File: config.mk
export PLATFORM = sky130hd
export DESIGN_NAME = tpt_timing_gen
export DESIGN_NICKNAME = d
export VERILOG_FILES = /design/src/tpt_pkg.sv /design/src/tpt_timing_gen.sv
export VERILOG_INCLUDE_DIRS = /design/src
export SDC_FILE = /design/constraint.sdc
export NUM_CORES = 1
export LEC_CHECK = 0
export BUFFER_PORTS_ARGS = -buffer_cell sky130_fd_sc_hd__clkbuf_2
export CORE_ASPECT_RATIO = 0.6
export CORE_MARGIN = 2
export CORE_UTILIZATION = 64
export CTS_CLUSTER_DIAMETER = 60
export DETAILED_ROUTE_END_ITERATION = 6
export GPL_TIMING_DRIVEN = 0
export PLACE_DENSITY = 0.85
export SLEW_MARGIN = 40
export SYNTH_ARGS = -nofsm -noshare
export SYNTH_HDL_FRONTEND = slang
export SYNTH_SLANG_ARGS = --single-unit
File: constraint.sdc
create_clock -name ref_clk -period 5.05 [get_ports ref_clk]
set_input_delay 1.01 -clock ref_clk [delete_from_list [all_inputs] [get_ports ref_clk]]
set_output_delay 1.01 -clock ref_clk [all_outputs]
set_load 0.02 [all_outputs]
File: src/tpt_params.svh
`ifndef TPT_PARAMS_SVH
`define TPT_PARAMS_SVH

`define TPT_OFS_CTRL 8'h00
`define TPT_OFS_SIZE 8'h04
`define TPT_OFS_HPAR 8'h08
`define TPT_OFS_VPAR 8'h0C
`define TPT_OFS_STAT 8'h10

`define TPT_CTRL_EN 0
`define TPT_CTRL_HPOL 1
`define TPT_CTRL_VPOL 2
`define TPT_CTRL_CKINV 3
`define TPT_CTRL_PH_LO 4
`define TPT_CTRL_DIV_LO 8

`define TPT_SIZE_W_LO 0
`define TPT_SIZE_H_LO 16
`define TPT_PAR_SW_LO 0
`define TPT_PAR_BP_LO 10
`define TPT_PAR_FP_LO 20

`define TPT_STAT_UNDER 0
`define TPT_STAT_VREG_LO 4
`define TPT_STAT_LINE_LO 16

`define TPT_CTRL_RST 32'h0000_0400
`define TPT_SIZE_RST 32'h0010_0020
`define TPT_HPAR_RST 32'h0040_1002
`define TPT_VPAR_RST 32'h0040_1002

`define TPT_CLK_PERIOD_PS 10000
`define TPT_PCP_MIN_PS 7500
`define TPT_PLAT_RATIO 3

`endif

File: src/tpt_pkg.sv
package tpt_pkg;
	typedef enum logic [1:0] {
		TPT_SYNC = 2'b00,
		TPT_BACK = 2'b01,
		TPT_ACTIVE = 2'b10,
		TPT_FRONT = 2'b11
	} tpt_region_t;
endpackage : tpt_pkg

File: src/tpt_timing_gen.sv
// Implementation choices: register access over APB and the address map.
`timescale 1ns/1ps
// Operation
// - Launch outputs on internal pixel clock rise.
// - Forwarded panel clock matches internal polarity; CKINV set inverts it.
// - Software selects sync polarity, default high.
// - Data valid is always active high.
// - Line is sync, back, active, front.
// - Frame is same four counts in lines.
// - Counts come from size and sync registers.
// - Pixel period never below minimum period.
// - Pixel clock at most third of platform.
// - Divider control selects clock edge and phase.
`include "tpt_params.svh"

module tpt_timing_gen
	import tpt_pkg::*;
#(
	parameter int PIX_W = 24,
	parameter int CNT_W = 10,
	parameter int LINE_W = 12
) (
	input wire logic ref_clk,
	input wire logic rst_b,
	input wire logic psel,
	input wire logic penable,
	input wire logic pwrite,
	input wire logic [7:0] paddr,
	input wire logic [31:0] pwdata,
	output logic [31:0] prdata,
	output logic pready,
	output logic pslverr,
	input wire logic pixValid,
	output logic pixReady,
	input wire logic [PIX_W-1:0] pixData,
	output logic lineSyncOut,
	output logic frameSyncOut,
	output logic dataValidOut,
	output logic [PIX_W-1:0] pixelDataOut,
	output logic panelPixelClockOut
);

	// The pixel period may not fall below the panel minimum, nor the
	// pixel rate exceed a third of the platform clock.
	localparam int MIN_BY_PCP =
		(`TPT_PCP_MIN_PS + `TPT_CLK_PERIOD_PS - 1) / `TPT_CLK_PERIOD_PS;
	localparam int DIV_MIN_I = (MIN_BY_PCP > `TPT_PLAT_RATIO) ?
		MIN_BY_PCP : `TPT_PLAT_RATIO;
	localparam logic [7:0] DIV_MIN = 8'(DIV_MIN_I);

	logic [31:0] ctrl_ff;
	logic [31:0] size_ff;
	logic [31:0] hpar_ff;
	logic [31:0] vpar_ff;
	logic [31:0] prdata_ff;
	logic underrun_ff;
	logic [7:0] divCnt_ff;
	logic clkBase_ff;
	logic [3:0] clkDly_ff;
	logic panelClk_ff;
	logic lineSync_ff;
	logic frameSync_ff;
	logic dataValid_ff;
	logic [PIX_W-1:0] pixOut_ff;
	logic [PIX_W-1:0] buf_ff [2];
	logic wrPtr_ff;
	logic rdPtr_ff;
	logic [1:0] bufCnt_ff;

	logic enable;
	logic [7:0] divReq;
	logic [7:0] divEff;
	logic [7:0] nxt_divCnt;
	logic tick;
	logic setup;
	logic wrAcc;
	logic mapped;
	logic [31:0] rdMux;
	logic bufPush;
	logic bufPop;
	logic bufValid;
	logic activeNow;
	logic lineEnd;
	logic [LINE_W-1:0] lenTab [2][4];
	tpt_region_t region_ff [2];
	logic [LINE_W-1:0] cnt_ff [2];
	logic [1:0] step;
	logic [1:0] last;

	assign enable = ctrl_ff[`TPT_CTRL_EN];
	assign divReq = ctrl_ff[`TPT_CTRL_DIV_LO +: 8];

	// Divider floor bounds the pixel period.
	// Divider never below three platform cycles.
	assign divEff = (divReq < DIV_MIN) ? DIV_MIN : divReq;

	// APB slave: prdata is captured in the setup cycle so that the
	// access cycle can answer at once with no wait state.
	assign setup = psel && !penable;
	assign wrAcc = psel && penable && pwrite;
	assign pready = 1'b1;
	assign prdata = prdata_ff;

	always_comb begin
		mapped = 1'b1;
		rdMux = 32'h0000_0000;
		case (paddr)
			`TPT_OFS_CTRL: rdMux = ctrl_ff;
			`TPT_OFS_SIZE: rdMux = size_ff;
			`TPT_OFS_HPAR: rdMux = hpar_ff;
			`TPT_OFS_VPAR: rdMux = vpar_ff;
			`TPT_OFS_STAT: begin
				rdMux[`TPT_STAT_UNDER] = underrun_ff;
				rdMux[`TPT_STAT_VREG_LO +: 2] = region_ff[1];
				rdMux[`TPT_STAT_LINE_LO +: LINE_W] = cnt_ff[1];
			end
			default: mapped = 1'b0;
		endcase
	end

	assign pslverr = psel && penable && !mapped;

	always_ff @(posedge ref_clk or negedge rst_b) begin
		if (!rst_b) begin
			prdata_ff <= 32'h0000_0000;
		end else if (setup) begin
			prdata_ff <= pwrite ? 32'h0000_0000 : rdMux;
		end
	end

	always_ff @(posedge ref_clk or negedge rst_b) begin
		if (!rst_b) begin
			ctrl_ff <= `TPT_CTRL_RST;
			size_ff <= `TPT_SIZE_RST;
			hpar_ff <= `TPT_HPAR_RST;
			vpar_ff <= `TPT_VPAR_RST;
		end else if (wrAcc) begin
			case (paddr)
				`TPT_OFS_CTRL: ctrl_ff <= pwdata;
				`TPT_OFS_SIZE: size_ff <= pwdata;
				`TPT_OFS_HPAR: hpar_ff <= pwdata;
				`TPT_OFS_VPAR: vpar_ff <= pwdata;
				default: ctrl_ff <= ctrl_ff;
			endcase
		end
	end

	// Underrun is sticky; a new event beats a same-cycle clear.
	always_ff @(posedge ref_clk or negedge rst_b) begin
		if (!rst_b) begin
			underrun_ff <= 1'b0;
		end else if (activeNow && tick && !bufValid) begin
			underrun_ff <= 1'b1;
		end else if (wrAcc && paddr == `TPT_OFS_STAT &&
				pwdata[`TPT_STAT_UNDER]) begin
			underrun_ff <= 1'b0;
		end
	end

	// Pixel clock divider; tick marks the internal pixel clock rise.
	assign tick = enable && (divCnt_ff == divEff - 8'h01);
	assign nxt_divCnt = (!enable || tick) ? 8'h00 : divCnt_ff + 8'h01;

	always_ff @(posedge ref_clk or negedge rst_b) begin
		if (!rst_b) begin
			divCnt_ff <= 8'h00;
		end else begin
			divCnt_ff <= nxt_divCnt;
		end
	end

	// Panel clock base rises with the internal pixel clock.
	always_ff @(posedge ref_clk or negedge rst_b) begin
		if (!rst_b) begin
			clkBase_ff <= 1'b0;
		end else begin
			clkBase_ff <= enable && (nxt_divCnt < (divEff >> 1));
		end
	end

	// Divider control picks edge and phase delay.
	always_ff @(posedge ref_clk or negedge rst_b) begin
		if (!rst_b) begin
			clkDly_ff <= 4'h0;
			panelClk_ff <= 1'b0;
		end else begin
			clkDly_ff <= {clkDly_ff[2:0], clkBase_ff};
			panelClk_ff <= clkDly_ff[ctrl_ff[`TPT_CTRL_PH_LO +: 2]] ^
				ctrl_ff[`TPT_CTRL_CKINV];
		end
	end

	assign panelPixelClockOut = panelClk_ff;

	// Region lengths per axis; a zero count behaves as one.
	assign lenTab[0][0] = LINE_W'(hpar_ff[`TPT_PAR_SW_LO +: CNT_W]);
	assign lenTab[0][1] = LINE_W'(hpar_ff[`TPT_PAR_BP_LO +: CNT_W]);
	assign lenTab[0][2] = size_ff[`TPT_SIZE_W_LO +: LINE_W];
	assign lenTab[0][3] = LINE_W'(hpar_ff[`TPT_PAR_FP_LO +: CNT_W]);
	assign lenTab[1][0] = LINE_W'(vpar_ff[`TPT_PAR_SW_LO +: CNT_W]);
	assign lenTab[1][1] = LINE_W'(vpar_ff[`TPT_PAR_BP_LO +: CNT_W]);
	assign lenTab[1][2] = size_ff[`TPT_SIZE_H_LO +: LINE_W];
	assign lenTab[1][3] = LINE_W'(vpar_ff[`TPT_PAR_FP_LO +: CNT_W]);

	// Horizontal axis steps on every pixel; vertical at line end.
	assign step[0] = tick;
	assign lineEnd = tick && region_ff[0] == TPT_FRONT && last[0];
	assign step[1] = lineEnd;

	genvar ax;
	generate
		for (ax = 0; ax < 2; ax++) begin : g_axis
			assign last[ax] =
				(cnt_ff[ax] + LINE_W'(1)) >= lenTab[ax][region_ff[ax]];

			// Line period is sum of four counts.
			// Frame period counted in whole lines.
			// Regions advance sync, back, active, front.
			always_ff @(posedge ref_clk or negedge rst_b) begin
				if (!rst_b) begin
					region_ff[ax] <= TPT_SYNC;
					cnt_ff[ax] <= '0;
				end else if (!enable) begin
					region_ff[ax] <= TPT_SYNC;
					cnt_ff[ax] <= '0;
				end else if (step[ax]) begin
					if (last[ax]) begin
						cnt_ff[ax] <= '0;
						case (region_ff[ax])
							TPT_SYNC: region_ff[ax] <= TPT_BACK;
							TPT_BACK: region_ff[ax] <= TPT_ACTIVE;
							TPT_ACTIVE: region_ff[ax] <= TPT_FRONT;
							TPT_FRONT: region_ff[ax] <= TPT_SYNC;
							default: region_ff[ax] <= TPT_SYNC;
						endcase
					end else begin
						cnt_ff[ax] <= cnt_ff[ax] + LINE_W'(1);
					end
				end
			end
		end
	endgenerate

	assign activeNow = enable && region_ff[0] == TPT_ACTIVE &&
		region_ff[1] == TPT_ACTIVE;

	// Two-entry buffer between pixel source and panel; the source
	// stalls on pixReady, so a slow pixel clock loses no word.
	assign bufValid = bufCnt_ff != 2'd0;
	assign pixReady = bufCnt_ff != 2'd2;
	assign bufPush = pixValid && pixReady;
	assign bufPop = activeNow && tick && bufValid;

	always_ff @(posedge ref_clk or negedge rst_b) begin
		if (!rst_b) begin
			wrPtr_ff <= 1'b0;
			rdPtr_ff <= 1'b0;
			bufCnt_ff <= 2'd0;
		end else begin
			if (bufPush) begin
				wrPtr_ff <= !wrPtr_ff;
			end
			if (bufPop) begin
				rdPtr_ff <= !rdPtr_ff;
			end
			bufCnt_ff <= bufCnt_ff + 2'(bufPush) - 2'(bufPop);
		end
	end

	always_ff @(posedge ref_clk) begin
		if (bufPush) begin
			buf_ff[wrPtr_ff] <= pixData;
		end
	end

	// While enabled, outputs update only at pixel clock rise.
	always_ff @(posedge ref_clk or negedge rst_b) begin
		if (!rst_b) begin
			lineSync_ff <= 1'b0;
			frameSync_ff <= 1'b0;
			dataValid_ff <= 1'b0;
			pixOut_ff <= '0;
		end else if (!enable) begin
			lineSync_ff <= ctrl_ff[`TPT_CTRL_HPOL];
			frameSync_ff <= ctrl_ff[`TPT_CTRL_VPOL];
			dataValid_ff <= 1'b0;
			pixOut_ff <= '0;
		end else if (tick) begin
			lineSync_ff <= (region_ff[0] == TPT_SYNC) ^
				ctrl_ff[`TPT_CTRL_HPOL];
			frameSync_ff <= (region_ff[1] == TPT_SYNC) ^
				ctrl_ff[`TPT_CTRL_VPOL];
			dataValid_ff <= activeNow;
			pixOut_ff <= bufPop ? buf_ff[rdPtr_ff] : '0;
		end
	end

	assign lineSyncOut = lineSync_ff;
	assign frameSyncOut = frameSync_ff;
	assign dataValidOut = dataValid_ff;
	assign pixelDataOut = pixOut_ff;

endmodule : tpt_timing_gen

==> run metrics <==
worst r2r path cells=11; Warnings, synthesis=0; Reg clk slew, reported paths=70 ps; R2R Setup Slk=490 ps; synthesized flop and latch total=282; Netlist Area Pre-Place=0.01357 mm2; setup TNS=0 ps; wire length per cell=24.27 um; syn nets=1136; initial antenna violation count=1; vias in the first global route=approximately 9500; sequential share of power=0.507; CTS Root Cell=clkbuf_16; H-tree Lvls=1; Worst R2R Start=region_ff[0]; Max clock buf depth=3; drt first pass iters=7; sequential share of the synthesized area=0.5386; WHS Endpoint=clkDly_ff[1]; CP Data Required Time=roughly 5500 ps; Synth area leader=dfrtp_1; Main synth FF type=dfrtp_1; post-route minimum period=4563 ps; total track usage=0.3289; max-slew violations=0; Placer Congestion=0.9553; DR vias=9562; final worst slack=486.8 ps; crit path cell chain=clkbuf_1 -> clkbuf_1 -> mux4_2 -> ha_1 -> nand2b_1 -> a211o_1 -> a2111oi_0 -> o31a_1 -> buf_2 -> nand4_1 -> o21ai_0; antenna-violating nets left=0; # port buffers=129; Setup crit start=region_ff[0]; Worst Setup Start Kind=flip-flop; share of layout cells above drive strength 1=0.3389; total chip power=about 0.005 W; Cell Rows=41; top post-synthesis cells by area=dfrtp_1 41%, edfxtp_1 11%, mux2_2 9.8%; CTS Buf Count=26; vias per inst=6.430; worst min-delay path class=flip-flop to flip-flop; final period utilization=0.9036; CP Capture Type=flip-flop; min-delay src=clkDly_ff[0]; clock network power share=0.422; CP max-delay cell=mux4_2; FF-to-FF End=cnt_ff[7]; post-cts resize count=0; RSZ-0062 raised after global routing=false; run status=completed; Finish-stage setup viols=0; critical path class=flip-flop to flip-flop; most common library cells after synthesis=225 x dfrtp_1, 118 x mux2_2, 89 x nand2_1, 55 x o21ai_0, 53 x mux4_2; switch share=0.2340; Slew @ Worst Pin=~900 ps; boundary pin count=133; Final Non-Filler Cells=about 1500; first-pass GRT wire length=54940 um; Peak VDD IR=0.2346 mV; nets@finish=1298; Achievable Freq=219.1 MHz; Final Hold Fails=0; most frequent cell after synthesis=dfrtp_1; area grow syn2layout=14.99%; GRT overflow=0; Post-synth EDFFs=48; full die area=roughly 0.022 mm2; post-DP HPWL=25800 um; Hold Path Depth=0; Iter 0 DRT Violations=869; unique cell type count in the Yosys netlist=68; clk sinks=282; drt drc=0; CP max stage delay=roughly 600 ps; largest net degree at the start of global routing=68; CTS tree=built; switching pwr=0.001158 W; post-synthesis cell count=1025; Final Skew=16.76 ps; most used cell, CP=clkbuf_1; Setup Fix Bufs, Post-CTS=0; core area=0.02088 mm2; part of the power in combinational logic=0.072; fin util=0.7472; leakage power=7.255 nW; die height=116.8 um; max_slew headroom=0.3945; die width=192.0 um; cell area power density=317.1 mW/mm2; Avg Cell Area, Syn=13.24 um2; Pint=0.003790 W; Max Cap Viol=0; area share of the largest cell type after synthesis=0.4150; crit-path max FO=10; worst slack, placed=roughly 730 ps; latest clock arrival within the worst-skew pair=~540 ps; Cell Count Post-Placement=1438; CP arrival=5000 ps; Synth async-reset ratio=0.8298; Hold Buf Count CTS=0; DRT Wirelength=36090 um; Starting Density=0.6498
-- per-layer routing --
| layer | global-route usage | up-vias | share of wire |
|---|---|---|---|
| met1 | 0.4730 | 4844 | 0.42 |
| met2 | 0.4739 | 515 | 0.43 |
| met4 | 0.1028 | 0 | 0.032 |
| met5 | 0 | - | 0 |
| met3 | 0.1205 | 95 | 0.12 |
| li1 | - | 4108 | - |
-- registers in the layout, indices dropped and copies added, names as in the netlist, 8 cells and up --
name,flops
prdata,32
buf_ff,48
vpar_ff,32
hpar_ff,32
size_ff,32
pixelDataOut,24
divCnt_ff,8
cnt_ff,24
ctrl_ff,32
-- critical path: cells and delay by family, from the launching register on --
family	cells	cell delay, ps
buffers and inverters	3	1320
multiplexers	1	600
AO/OA/AOI/OAI	4	1530
flip-flops	1	330
AND/OR/NAND/NOR	2	400
adder cells (fa/ha/maj)	1	280
-- area by class of cell --
type	count	area, um2
flip-flops and latches	282	7308
clock buffers	33	721.9
multi-input cells	658	5906
inverters	32	120.1
diodes	1	2.502
repair buffers	134	757.0
fillers	1269	5278
plain buffers	53	254.0
clock inverters	15	182.7
well taps	279	349.1
-- cell usage in the layout (no fill, tap or decap), types with 5 or more instances in the layout --
cell       count
edfxtp_1      48
nand2_1       89
clkbuf_2     129
xor2_1        15
a21oi_1        9
xnor2_1       20
and3_1         8
or3_1          5
inv_1         32
buf_2         26
nand2b_1       8
o211ai_1       5
nor2b_1        8
mux2_1        11
dfstp_2        9
o21ai_0       55
clkinv_2       6
mux2_2       118
clkbuf_1      24
a22o_1        17
dfrtp_1      225
a22oi_1       15
clkbuf_16     27
ha_1          41
nand4_1        6
nor2_1        30
mux4_2        53
o21ai_1       18
mux2i_1       28
nand3_1       28
a21o_1         8
-- per-stage QoR --
| stage | cell area, um2 | hold WS, ps |
|---|---|---|
| final | 15600 | 393.4 |
| after floorplan | 13570 | 331.2 |
| after detailed placement | 14690 | 370.9 |
| after CTS | 15600 | 385.0 |
| after global placement | 14560 | 353.8 |
| after global routing | 15600 | 393.0 |
-- power by group through the flow --
stage	Sequential (W)	Clock, W	Combinational (W)
final	0.00251	0.00209	0.000354
after global routing	0.00251	0.00220	0.000387
after CTS	0.00251	0.00210	0.000356
after detailed placement	0.00255	0	0.000353
after global placement	0.00254	0	0.000318
after floorplan	0.00253	0	0.000184
-- cell families after synthesis --
family                   Yosys count  share of synthesized area
flip-flops                       282                     0.5386
AND/OR/NAND/NOR                  213                    0.08106
multiplexers                     210                     0.2157
AO/OA/AOI/OAI                    158                    0.07654
buffers and inverters             85                    0.02739
adder cells (fa/ha/maj)           41                    0.03781
XOR/XNOR                          35                    0.02259
other                              1                  0.0002764
-- worst max path at each step --
stage / to / slack (ps) / cells past startpoint
3_3_place_gp: pixelDataOut[19] / -1710 / 1
2_1_floorplan: clkBase_ff / 1590 / 16
3_5_place_dp: cnt_ff[7] / 730 / 11
6_report: cnt_ff[7] / 490 / 11
5_1_grt: cnt_ff[6] / 300 / 11
4_1_cts: cnt_ff[7] / 630 / 11
(Power assumes the default switching activity.)
